`src/inc/irh_params.svh`:
```
// constants of the interrupt mask and holding register bank
// Overview of operation
// - a one written to an enable-set bit sets that mask bit only.
// - a one written to an enable-clear bit clears that mask bit only.
// - zeros written to enable-set or enable-clear change no mask bit.
// - a mask bit of one enables its source; only those two writes and reset move it.
// - receive word available, overflow and dma done sit at bits 1, 2, 3.
// - transmit slot free, starved and dma done sit at bits 5, 6, 7.
// - receive buffer full sits at bit 19, transmit empty at bit 31.
// - each newly received word is loaded into the receive holding word.
// - received words shorter than 32 bits are right-justified.
// - a transmit word goes out next; software writes it while slot free.
// - receive word available sets on a new word, clears when it is read.
// - transmit slot free clears on a write, sets when the word is taken.
`ifndef IRH_PARAMS_SVH
`define IRH_PARAMS_SVH
// ----------------------------------------------------------------------
// register byte addresses
// ----------------------------------------------------------------------
`define IRH_A_CFG    32'h4000_0004
`define IRH_A_FLAG   32'h4000_0008
`define IRH_A_FCLR   32'h4000_000C
`define IRH_A_IER    32'h4000_0014
`define IRH_A_IDR    32'h4000_0018
`define IRH_A_IMR    32'h4000_001C
`define IRH_A_RXHOLD 32'h4000_0020
`define IRH_A_TXHOLD 32'h4000_0024
// ----------------------------------------------------------------------
// flag bit positions, shared by flag, enable and mask registers
// ----------------------------------------------------------------------
`define IRH_B_RXAVAIL   1
`define IRH_B_RXOVF     2
`define IRH_B_RXDONE    3
`define IRH_B_TXFREE    5
`define IRH_B_TXSTARVE  6
`define IRH_B_TXDONE    7
`define IRH_B_RXBUFFULL 19
`define IRH_B_TXEMP  31
`define IRH_SRC_BITS 32'h8008_00EE
`define IRH_STICKY   32'h0000_00CC
// ----------------------------------------------------------------------
// reset values and bus answers
// ----------------------------------------------------------------------
`define IRH_ZERO     32'h0000_0000
`define IRH_CFG_RST  5'h1F
`define IRH_OKAY     2'h0
`define IRH_SLVERR   2'h2
`endif

```
`src/inc/irh_pkg.sv`:
```
// types and helpers of the interrupt mask and holding register bank
package irh_pkg;
  typedef logic [31:0] irh_word_t;
  typedef logic [4:0]  irh_width_t;
  typedef logic [1:0]  irh_resp_t;

  // keeps the low (width+1) bits of a sample, code 31 means 32 bits
  function automatic irh_word_t width_mask(irh_width_t w);
    irh_word_t m;
    m = ~(irh_word_t'(32'hFFFF_FFFE) << w);
    return m;
  endfunction
endpackage

```
`src/inc/irh_hold_if.sv`:
```
// carrier between the register bank and its two holding registers
`timescale 1ns/1ps
interface irh_hold_if;
  irh_pkg::irh_width_t width;
  logic                rx_load;
  irh_pkg::irh_word_t  rx_data;
  logic                rx_read;
  logic                rx_full;
  irh_pkg::irh_word_t  rx_word;
  logic                rx_over;
  logic                tx_write;
  irh_pkg::irh_word_t  tx_data;
  logic                tx_take;
  logic                tx_empty;
  irh_pkg::irh_word_t  tx_word;
  logic                tx_starve;

  modport rxm (input width, rx_load, rx_data, rx_read,
               output rx_full, rx_word, rx_over);
  modport txm (input width, tx_write, tx_data, tx_take,
               output tx_empty, tx_word, tx_starve);
  modport top (output width, rx_load, rx_data, rx_read, tx_write,
               tx_data, tx_take,
               input rx_full, rx_word, rx_over, tx_empty, tx_word,
               tx_starve);
endinterface // irh_hold_if

```
`src/rtl/irh_rx_hold.sv`:
```
// receive holding word and its availability flag
`timescale 1ns/1ps
`include "irh_params.svh"
module irh_rx_hold (
  input wire logic clk,
  input wire logic reset_n,
  input wire logic ce,
  irh_hold_if.rxm  hif
);
  irh_pkg::irh_word_t word_ff;
  irh_pkg::irh_word_t nxt_word_ff;
  logic               full_ff;
  logic               nxt_full_ff;

  always_comb begin
    nxt_word_ff = word_ff;
    nxt_full_ff = full_ff;
    if (hif.rx_read) begin
      nxt_full_ff = 1'b0;
    end
    if (hif.rx_load) begin
      // a new word wins over a read in the same cycle
      nxt_word_ff = hif.rx_data & irh_pkg::width_mask(hif.width);
      nxt_full_ff = 1'b1;
    end
  end

  always_ff @(posedge clk) begin
    if (!reset_n) begin
      word_ff <= `IRH_ZERO;
      full_ff <= 1'b0;
    end else if (ce) begin
      word_ff <= nxt_word_ff;
      full_ff <= nxt_full_ff;
    end
  end

  assign hif.rx_word = word_ff;
  assign hif.rx_full = full_ff;
  assign hif.rx_over = hif.rx_load && full_ff && !hif.rx_read;
endmodule // irh_rx_hold

```
`src/rtl/irh_tx_hold.sv`:
```
// transmit holding word and its slot-free flag
`timescale 1ns/1ps
`include "irh_params.svh"
module irh_tx_hold (
  input wire logic clk,
  input wire logic reset_n,
  input wire logic ce,
  irh_hold_if.txm  hif
);
  irh_pkg::irh_word_t word_ff;
  irh_pkg::irh_word_t nxt_word_ff;
  logic               empty_ff;
  logic               nxt_empty_ff;

  always_comb begin
    nxt_word_ff  = word_ff;
    nxt_empty_ff = empty_ff;
    if (hif.tx_take) begin
      nxt_empty_ff = 1'b1;
    end
    if (hif.tx_write) begin
      // a write while full replaces the waiting word: software must not
      nxt_word_ff  = hif.tx_data & irh_pkg::width_mask(hif.width);
      nxt_empty_ff = 1'b0;
    end
  end

  always_ff @(posedge clk) begin
    if (!reset_n) begin
      word_ff  <= `IRH_ZERO;
      empty_ff <= 1'b1;
    end else if (ce) begin
      word_ff  <= nxt_word_ff;
      empty_ff <= nxt_empty_ff;
    end
  end

  assign hif.tx_word   = word_ff;
  assign hif.tx_empty  = empty_ff;
  assign hif.tx_starve = hif.tx_take && empty_ff;
endmodule // irh_tx_hold

```
`src/rtl/irh_top.sv`:
```
// interrupt mask and holding register bank behind an axi4-lite slave
//
// Local design decision: the AXI4-Lite register port.
`timescale 1ns/1ps
`include "irh_params.svh"
module irh_top (
  input  wire logic                clk,
  input  wire logic                reset_n,
  input  wire logic                ce,
  input  wire irh_pkg::irh_word_t  s_axi_awaddr,
  input  wire logic                s_axi_awvalid,
  output logic                     s_axi_awready,
  input  wire irh_pkg::irh_word_t  s_axi_wdata,
  input  wire logic [3:0]          s_axi_wstrb,
  input  wire logic                s_axi_wvalid,
  output logic                     s_axi_wready,
  output irh_pkg::irh_resp_t       s_axi_bresp,
  output logic                     s_axi_bvalid,
  input  wire logic                s_axi_bready,
  input  wire irh_pkg::irh_word_t  s_axi_araddr,
  input  wire logic                s_axi_arvalid,
  output logic                     s_axi_arready,
  output irh_pkg::irh_word_t       s_axi_rdata,
  output irh_pkg::irh_resp_t       s_axi_rresp,
  output logic                     s_axi_rvalid,
  input  wire logic                s_axi_rready,
  input  wire logic                rx_word_valid,
  input  wire irh_pkg::irh_word_t  rx_word,
  input  wire logic                rx_dma_done,
  input  wire logic                tx_dma_done,
  input  wire logic                tx_take,
  output irh_pkg::irh_word_t       tx_word,
  output logic                     tx_word_valid,
  output logic                     irq
);
  // ----------------------------------------------------------------------
  // state
  // ----------------------------------------------------------------------
  logic                aw_got_ff, nxt_aw_got_ff;
  irh_pkg::irh_word_t  awaddr_ff, nxt_awaddr_ff;
  logic                w_got_ff, nxt_w_got_ff;
  irh_pkg::irh_word_t  wdata_ff, nxt_wdata_ff;
  logic                bvalid_ff, nxt_bvalid_ff;
  irh_pkg::irh_resp_t  bresp_ff, nxt_bresp_ff;
  logic                rvalid_ff, nxt_rvalid_ff;
  irh_pkg::irh_word_t  rdata_ff, nxt_rdata_ff;
  irh_pkg::irh_resp_t  rresp_ff, nxt_rresp_ff;
  irh_pkg::irh_word_t  mask_ff, nxt_mask_ff;
  irh_pkg::irh_word_t  sticky_ff, nxt_sticky_ff;
  irh_pkg::irh_width_t cfg_ff, nxt_cfg_ff;
  logic                irq_ff, nxt_irq_ff;

  logic                wr_fire;
  logic                rd_fire;
  logic                ier_wr;
  logic                idr_wr;
  irh_pkg::irh_word_t  wd_bits;
  irh_pkg::irh_word_t  flags;
  irh_pkg::irh_word_t  events;
  irh_hold_if          hif ();

  function automatic logic mapped(irh_pkg::irh_word_t a);
    return a == `IRH_A_CFG || a == `IRH_A_FLAG || a == `IRH_A_FCLR ||
           a == `IRH_A_IER || a == `IRH_A_IDR  || a == `IRH_A_IMR  ||
           a == `IRH_A_RXHOLD || a == `IRH_A_TXHOLD;
  endfunction

  // ----------------------------------------------------------------------
  // holding registers
  // ----------------------------------------------------------------------
  irh_rx_hold u_rx (
    .clk     (clk),
    .reset_n (reset_n),
    .ce      (ce),
    .hif     (hif.rxm)
  );

  irh_tx_hold u_tx (
    .clk     (clk),
    .reset_n (reset_n),
    .ce      (ce),
    .hif     (hif.txm)
  );

  assign hif.width    = cfg_ff;
  assign hif.rx_load  = rx_word_valid;
  assign hif.rx_data  = rx_word;
  assign hif.rx_read  = rd_fire && s_axi_araddr == `IRH_A_RXHOLD;
  assign hif.tx_write = wr_fire && awaddr_ff == `IRH_A_TXHOLD;
  assign hif.tx_data  = wdata_ff;
  assign hif.tx_take  = tx_take;
  assign tx_word       = hif.tx_word;
  assign tx_word_valid = !hif.tx_empty;

  // ----------------------------------------------------------------------
  // flag vector, same layout as the enable and mask registers
  // ----------------------------------------------------------------------
  always_comb begin
    events = `IRH_ZERO;
    events[`IRH_B_RXOVF]    = hif.rx_over;
    events[`IRH_B_RXDONE]   = rx_dma_done;
    events[`IRH_B_TXSTARVE] = hif.tx_starve;
    events[`IRH_B_TXDONE]   = tx_dma_done;
    flags = sticky_ff;
    flags[`IRH_B_RXAVAIL]   = hif.rx_full;
    flags[`IRH_B_RXBUFFULL] = hif.rx_full;
    flags[`IRH_B_TXFREE]    = hif.tx_empty;
    flags[`IRH_B_TXEMP]  = hif.tx_empty;
  end

  // ----------------------------------------------------------------------
  // bus handshake and register writes
  // ----------------------------------------------------------------------
  assign s_axi_awready = ce && !aw_got_ff;
  assign s_axi_wready  = ce && !w_got_ff;
  assign s_axi_arready = ce && !rvalid_ff;
  assign wr_fire = ce && aw_got_ff && w_got_ff && !bvalid_ff;
  assign rd_fire = s_axi_arvalid && s_axi_arready;
  assign ier_wr  = wr_fire && awaddr_ff == `IRH_A_IER;
  assign idr_wr  = wr_fire && awaddr_ff == `IRH_A_IDR;
  // unused positions are dropped so they can never enable anything
  assign wd_bits = wdata_ff & `IRH_SRC_BITS;

  always_comb begin
    nxt_aw_got_ff = aw_got_ff;
    nxt_awaddr_ff = awaddr_ff;
    nxt_w_got_ff  = w_got_ff;
    nxt_wdata_ff  = wdata_ff;
    nxt_bvalid_ff = bvalid_ff;
    nxt_bresp_ff  = bresp_ff;
    nxt_mask_ff   = mask_ff;
    nxt_sticky_ff = sticky_ff;
    nxt_cfg_ff    = cfg_ff;
    if (s_axi_awvalid && s_axi_awready) begin
      nxt_aw_got_ff = 1'b1;
      nxt_awaddr_ff = s_axi_awaddr;
    end
    if (s_axi_wvalid && s_axi_wready) begin
      nxt_w_got_ff = 1'b1;
      for (int i = 0; i < 4; i++) begin
        nxt_wdata_ff[8*i +: 8] = s_axi_wstrb[i] ? s_axi_wdata[8*i +: 8]
                                                : 8'h00;
      end
    end
    if (s_axi_bvalid && s_axi_bready) begin
      nxt_bvalid_ff = 1'b0;
    end
    if (wr_fire) begin
      nxt_aw_got_ff = 1'b0;
      nxt_w_got_ff  = 1'b0;
      nxt_bvalid_ff = 1'b1;
      nxt_bresp_ff  = mapped(awaddr_ff) ? `IRH_OKAY : `IRH_SLVERR;
      if (awaddr_ff == `IRH_A_CFG) begin
        nxt_cfg_ff = wdata_ff[4:0];
      end
      if (awaddr_ff == `IRH_A_FCLR) begin
        nxt_sticky_ff = sticky_ff & ~wdata_ff;
      end
    end
    if (ier_wr) begin
      nxt_mask_ff = mask_ff | wd_bits;
    end
    if (idr_wr) begin
      nxt_mask_ff = mask_ff & ~wd_bits;
    end
    // an event in the clearing cycle survives the clear
    nxt_sticky_ff = (nxt_sticky_ff | events) & `IRH_STICKY;
    nxt_irq_ff    = |(flags & mask_ff);
  end

  // ----------------------------------------------------------------------
  // register reads
  // ----------------------------------------------------------------------
  always_comb begin
    nxt_rvalid_ff = rvalid_ff;
    nxt_rdata_ff  = rdata_ff;
    nxt_rresp_ff  = rresp_ff;
    if (s_axi_rvalid && s_axi_rready) begin
      nxt_rvalid_ff = 1'b0;
    end
    if (rd_fire) begin
      nxt_rvalid_ff = 1'b1;
      nxt_rresp_ff  = mapped(s_axi_araddr) ? `IRH_OKAY : `IRH_SLVERR;
      case (s_axi_araddr)
        `IRH_A_CFG:  nxt_rdata_ff = {27'h000_0000, cfg_ff};
        `IRH_A_FLAG: nxt_rdata_ff = flags;
        `IRH_A_IMR:  nxt_rdata_ff = mask_ff;
        `IRH_A_RXHOLD: nxt_rdata_ff = hif.rx_word;
        default:     nxt_rdata_ff = `IRH_ZERO;
      endcase
    end
  end

  always_ff @(posedge clk) begin
    if (!reset_n) begin
      aw_got_ff <= 1'b0;
      awaddr_ff <= `IRH_ZERO;
      w_got_ff  <= 1'b0;
      wdata_ff  <= `IRH_ZERO;
      bvalid_ff <= 1'b0;
      bresp_ff  <= `IRH_OKAY;
      rvalid_ff <= 1'b0;
      rdata_ff  <= `IRH_ZERO;
      rresp_ff  <= `IRH_OKAY;
      mask_ff   <= `IRH_ZERO;
      sticky_ff <= `IRH_ZERO;
      cfg_ff    <= `IRH_CFG_RST;
      irq_ff    <= 1'b0;
    end else if (ce) begin
      aw_got_ff <= nxt_aw_got_ff;
      awaddr_ff <= nxt_awaddr_ff;
      w_got_ff  <= nxt_w_got_ff;
      wdata_ff  <= nxt_wdata_ff;
      bvalid_ff <= nxt_bvalid_ff;
      bresp_ff  <= nxt_bresp_ff;
      rvalid_ff <= nxt_rvalid_ff;
      rdata_ff  <= nxt_rdata_ff;
      rresp_ff  <= nxt_rresp_ff;
      mask_ff   <= nxt_mask_ff;
      sticky_ff <= nxt_sticky_ff;
      cfg_ff    <= nxt_cfg_ff;
      irq_ff    <= nxt_irq_ff;
    end
  end

  assign s_axi_bvalid = bvalid_ff;
  assign s_axi_bresp  = bresp_ff;
  assign s_axi_rvalid = rvalid_ff;
  assign s_axi_rdata  = rdata_ff;
  assign s_axi_rresp  = rresp_ff;
  assign irq          = irq_ff;
endmodule // irh_top

```
`config.mk`:
```
export PLATFORM = sky130hd
export DESIGN_NAME = irh_top
export DESIGN_NICKNAME = d
export VERILOG_FILES = /design/src/inc/irh_pkg.sv /design/src/inc/irh_hold_if.sv /design/src/rtl/irh_rx_hold.sv /design/src/rtl/irh_tx_hold.sv /design/src/rtl/irh_top.sv
export VERILOG_INCLUDE_DIRS = /design/src /design/src/inc
export SDC_FILE = /design/constraint.sdc
export NUM_CORES = 1
export LEC_CHECK = 0
export BUFFER_PORTS_ARGS = -buffer_cell sky130_fd_sc_hd__buf_2
export CAP_MARGIN = 20
export CORE_MARGIN = 2
export CORE_UTILIZATION = 49
export CTS_BUF_LIST = sky130_fd_sc_hd__clkbuf_16
export CTS_CLUSTER_SIZE = 30
export DETAILED_ROUTE_END_ITERATION = 12
export PLACE_DENSITY = 0.82
export SLEW_MARGIN = 30
export SYNTH_ARGS = -nofsm -noshare
export SYNTH_HDL_FRONTEND = slang
export SYNTH_HIERARCHICAL = 1
export SYNTH_SLANG_ARGS = --single-unit
export TNS_END_PERCENT = 1
```
`constraint.sdc`:
```
create_clock -name clk -period 3.5 [get_ports clk]
set_input_delay 1.05 -clock clk [delete_from_list [all_inputs] [get_ports clk]]
set_output_delay 1.05 -clock clk [all_outputs]
set_load 0.01 [all_outputs]
```
After elaboration in Yosys (flattened, before gate mapping)
Index checks and enable logic that the tools add are counted.
{"block": "word_totals", "ff_bits": 212, "in_bits": 144, "output_inout_bits": 75, "word_cells": 127}
{"block": "classes", "n_eq_ne": 16, "n_shift": 1, "mux": 23, "bitwise_logic": 10, "n_reduce_logical": 60}
{"cell": "$eq 32x31->1 const B", "n": 16}
{"cell": "$and 32x32->32", "n": 4}
{"cell": "$pmux 32 s4", "n": 1}
{"cell": "$mux 32", "n": 2}
{"cell": "$not 32->32", "n": 2}
{"cell": "$mux 8", "n": 6}
{"cell": "$or 32x32->32", "n": 1}
{"cell": "$reduce_or 32->1", "n": 1}
{"cell": "$shl 32x5->32 const A", "n": 1}
{"cell": "$reduce_and 2->1", "n": 13}
{"cell": "$logic_and 1x1->1", "n": 18}
{"cell": "$logic_or 1x1->1", "n": 14}
{"cell": "$reduce_bool 2->1", "n": 7}
{"cell": "$mux 1", "n": 12}
{"cell": "$and 8x8->8", "n": 1}
{"cell": "$not 8->8", "n": 1}
{"cell": "$or 8x8->8", "n": 1}
{"cell": "$logic_not 1->1", "n": 6}
{"cell": "$mux 2", "n": 2}
{"cell": "$reduce_and 3->1", "n": 1}

Logic depth before layout (Yosys ltp)
{"block": "depth", "ltp_word": 9, "ltp_mapped": 11, "ltp_nobuf": 7}

Cells and area by module
Netlist, hierarchy kept.
{"mod": "irh_top", "instances": 1, "cells_each": 591, "area_per_inst_um2": 5036.1, "seq_area_each_um2": 2402.3}
{"mod": "irh_rx_hold", "instances": 1, "cells_each": 177, "area_per_inst_um2": 1517.7, "seq_area_each_um2": 660.6}
{"mod": "irh_tx_hold", "instances": 1, "cells_each": 166, "area_per_inst_um2": 1420.1, "seq_area_each_um2": 660.6}

Worst setup path after synthesis
No wires, ideal clock.
{"block": "synth_timing", "kind": "input -> register", "start": "input port ce", "end": "register u_tx.word_ff[19], in the netlist u_tx/hif.tx_word[19]", "setup_time_ps": 70, "arrival_time_ps": 2895, "required_ps": 3430, "setup_slack_ps": 535, "cell_stages": 11, "n_path_buf": 4, "cell_sequence": "clkbuf_1 and4b_1 and4_1 clkbuf_1 and2_1 and4_1 and2_1 buf_4 buf_6 o2111ai_1 a21oi_1"}
{"block": "synth_via", "elab_chain_cells": 5}
{"item": "start: declaration", "line": "irh_top.sv:9", "source": "input wire logic ce,"}
{"item": "$logic_and 1x1->1 (3 in a row)", "line": "irh_top.sv:117", "source": "assign wr_fire = ce && aw_got_ff && w_got_ff && !bvalid_ff;"}
{"item": "$logic_and 1x1->1 (no line)"}
{"item": "named net hif.tx_write", "line": "irh_hold_if.sv:11", "source": "logic tx_write;"}
{"item": "$reduce_and 2->1 (no line)"}
{"item": "end signal: assignment", "line": "irh_tx_hold.sv:30", "source": "word_ff <= `IRH_ZERO;"}
{"item": "end signal: assignment", "line": "irh_tx_hold.sv:33", "source": "word_ff <= nxt_word_ff;"}
{"item": "end: declaration", "line": "irh_tx_hold.sv:10", "source": "irh_pkg::irh_word_t word_ff;"}
The timed path passes the listed nets, and every way through them passes these cells.
A chain may end at the register's enable or synchronous reset.

Final worst setup path
{"block": "layout_timing", "start": "input port ce", "end": "output port s_axi_wready"}
{"block": "layout_via", "elab_chain_cells": 1}
{"item": "$logic_and 1x1->1", "line": "irh_top.sv:115", "source": "assign s_axi_wready = ce && !w_got_ff;"}
{"item": "end: declaration", "line": "irh_top.sv:16", "source": "output logic s_axi_wready,"}
No other way between the ends.

==> flow_summary.yaml <==
timing:
  fmax_ghz: 0.340
  finalClockSkew_ps: 7.74
  max_slew_margin_pct: 42.7
  finalWorstSetupSlack_ps: 561
  finalHoldViolCount: 0
  slew_violations: 0
  fin_crit_ps: 2940
  rsz0062_at_grt: "false"
  finalCritPeriodShare_pct: 84.0
  whs_ps: 449
  totalNegativeSetupSlack_ps: 0
  setup_viol: 0
  tightest_slew_ps: 858
floorplanning:
  coreArea_sq_um: 15900
  row_count: 46
  io_pins: 219
  initial_core_util_pct: 50.2
  die_y_um: 132
  dieArea_sq_um: 17300
  die_width_um: 132
worst_setup_path:
  cp-startpoint: "ce"
  slowest_delay_ps: 320
  cp-end-kind: "output pin"
  path_max_fanout: 33
  worst_path_most_repeated_cell: "buf_2"
  cpMaxStageDelayCell: "buf_4"
  cp_data_arrival_time_ps: 1890
  path_cells: "buf_2 > buf_4 > nor2b_1 > buf_2"
  reg2reg_from: "awaddr_ff[15]"
  cp-start-kind: "input pin"
  required_ps: 2450
  path_class: "input pin to output pin"
pwr:
  irDropWorstVdd_v: 0.000380
  leakagePower_nw: 3.80
  power_density_nw_per_um2: 473
synthesis:
  synth_cell_type_count: 73
  synthAdderAreaFrac_pct: 0
  ys_ff_latch: 186
  synth_mux_area_share_pct: 1.00
  async_reset_ff_share_pct: 0
  synth_top_family_by_area: "simple AND/OR/NAND/NOR gates"
  seq_area_frac_synth_pct: 46.7
  syn-cell-area_sq_um: 7970
  syn_inst: 934
  synth-warning-count: 6
  synth_edf_count: 0
  synth-main-ff-cell: "dfxtp_1"
  synth_compound_area_share_pct: 21.6
  yosys.area_share.simple_pct: 24.9
  avgSynthCellArea_sq_um: 8.54
  synth-xor-area-share_pct: 0.110
clock_tree:
  cts_buffers: 17
  clockRootBuffer: "clkbuf_16"
  clk_latency_ps: 430
  clock_sink_count: 186
  cts_setup_buffers: 0
  cts_resized: 0
  clockBufferDepth: 2
  cts_tree: "yes"
  clk_pin_slew_ps: 60
  cts_hold_buf: 0
  htree_levels: 4
finish:
  layout.cells.most_common: "buf_2"
  diodes: 0
  n_fill_cell: 1423
  final_cell_mix: "buf_2 (216), dfxtp_1 (186), nand2_1 (176), a21oi_1 (97), nand3_1 (90)"
  drive_gt1_share_pct: 26.7
  final_nets: 1253
  final_cell_area_sq_um: 9720
  syn_to_final_growth_pct: 21.9
placement:
  gp_congestion: 0.808
  pre_cts_ws_ps: 397
  dpl_cell_area_sq_um: 9080
  hpwl_um: 15100
  portBuffers: 216
drt:
  wl_met1_um: 9590
  routed-wl-met2_um: 10400
  highest_layer: "met4"
  ant_nets: 0
  dr_wl_met3_um: 1410
  drt-pass1-iter-count: 5
  wire_per_inst_um: 16.4
  drt-initial-drc-count: 730
  vias_per_cell: 5.69
  vias: 7611
  drcViolationCount: 0
  wl_um: 21900
grt:
  grt_pass1_vias: 7191
  grt_max_degree: 77
  grt.total_usage_pct: 25.1
  antenna_found_initial: 0
  grt-ovfl-total: 0
  grt_pass1_wl_um: 35600
worst_hold_path:
  worstHoldStart: "s_axi_rdata[0]"
  min_path_type: "flip-flop to flip-flop"
job:
  cap_violations: 0
status:
  status: "completed"
routing by layer:
layer	GRT usage (%)	vias to the layer above
li1	-	3708
met1	33.3	3549
met2	40.2	312
met3	5.09	42
met4	9.60	0
met5	0	-
sequential cells by signal, summed over array words and instances, names as in the netlist, 4 cells and up, named ones only:
register and count:
awaddr_ff 32, hif.tx_data 32, s_axi_rdata 32, u_rx/hif.rx_word 32
u_tx/hif.tx_word 32, cfg_ff 5, sticky_ff 4
synthesized netlist by cell type, drive strengths merged (2+ instances only):
cell,count,share of area (%)
a2111oi,3,0.33
a211oi,3,0.47
a21boi,23,2.2
a21o,4,0.41
a21oi,97,6.1
a221oi,8,1.2
a22o,25,2.7
a22oi,4,0.38
a311oi,4,0.44
a31oi,7,0.55
a32o,3,0.38
and2,9,0.72
and3,5,0.39
and4,5,0.55
buf,37,3.2
clkbuf,43,2.0
dfxtp,186,47
inv,8,0.38
mux2i,8,1.0
nand2,176,8.3
nand2b,3,0.24
nand3,90,5.6
nand3b,7,0.66
nand4,19,1.5
nor2,21,0.99
nor2b,8,0.63
nor3,11,0.75
nor4,15,1.4
nor4b,7,1.2
o2111ai,7,0.93
o211ai,8,0.99
o21ai,46,2.9
o311ai,3,0.52
o31a,5,0.55
or2,8,0.66
or3,4,0.38
or4b,2,0.25
area by class of cell:
cell class | count | area, sq um | area share [%]
Sequential cell | 186 | 3720 | 38.3
Clock inverter | 15 | 206 | 2.12
Multi-Input combinational cell | 661 | 3830 | 39.4
Clock buffer | 17 | 425 | 4.38
Inverter | 8 | 30.0 | 0.309
Tap cell | 216 | 270 | 2.78
Timing Repair Buffer | 235 | 1240 | 12.7
path summary, 6_finish.rpt:
check	end	slack, ps	depth (start not counted)
setup / recovery	s_axi_wready	560	4
hold / removal	s_axi_rdata[0]	450	2
setup reg to reg	u_tx/hif.tx_word[28]	740	8
hold reg to reg	s_axi_rdata[0]	450	2
per-stage QoR:
stage	util, %	instances	power (W)
after floorplan	-	935	0.00244
after global placement	57.1	1306	0.00258
after detailed placement	57.2	1306	0.00258
after CTS	61.1	1338	0.00462
after global routing	61.2	1338	0.00476
final	61.2	1338	0.00460
cells by family after synthesis:
kind of cell | after synthesis
compound gates | 255
buf+inv | 88
xor+xnor | 1
flops | 186
simple gates | 395
other cells | 1
mux | 8
where the power goes:
group / switching (W) / total (W) / internal, W
sequential: 0.0000377 / 0.00221 / 0.00217
clock: 0.000801 / 0.00206 / 0.00126
combinational: 0.000198 / 0.000332 / 0.000134
critical path, delay by kind of cell:
kind | cells | cell delay, ps
AND/OR/NAND/NOR | 1 | 250
buffers and inverters | 3 | 590
Power figures use the tool's default switching activity.
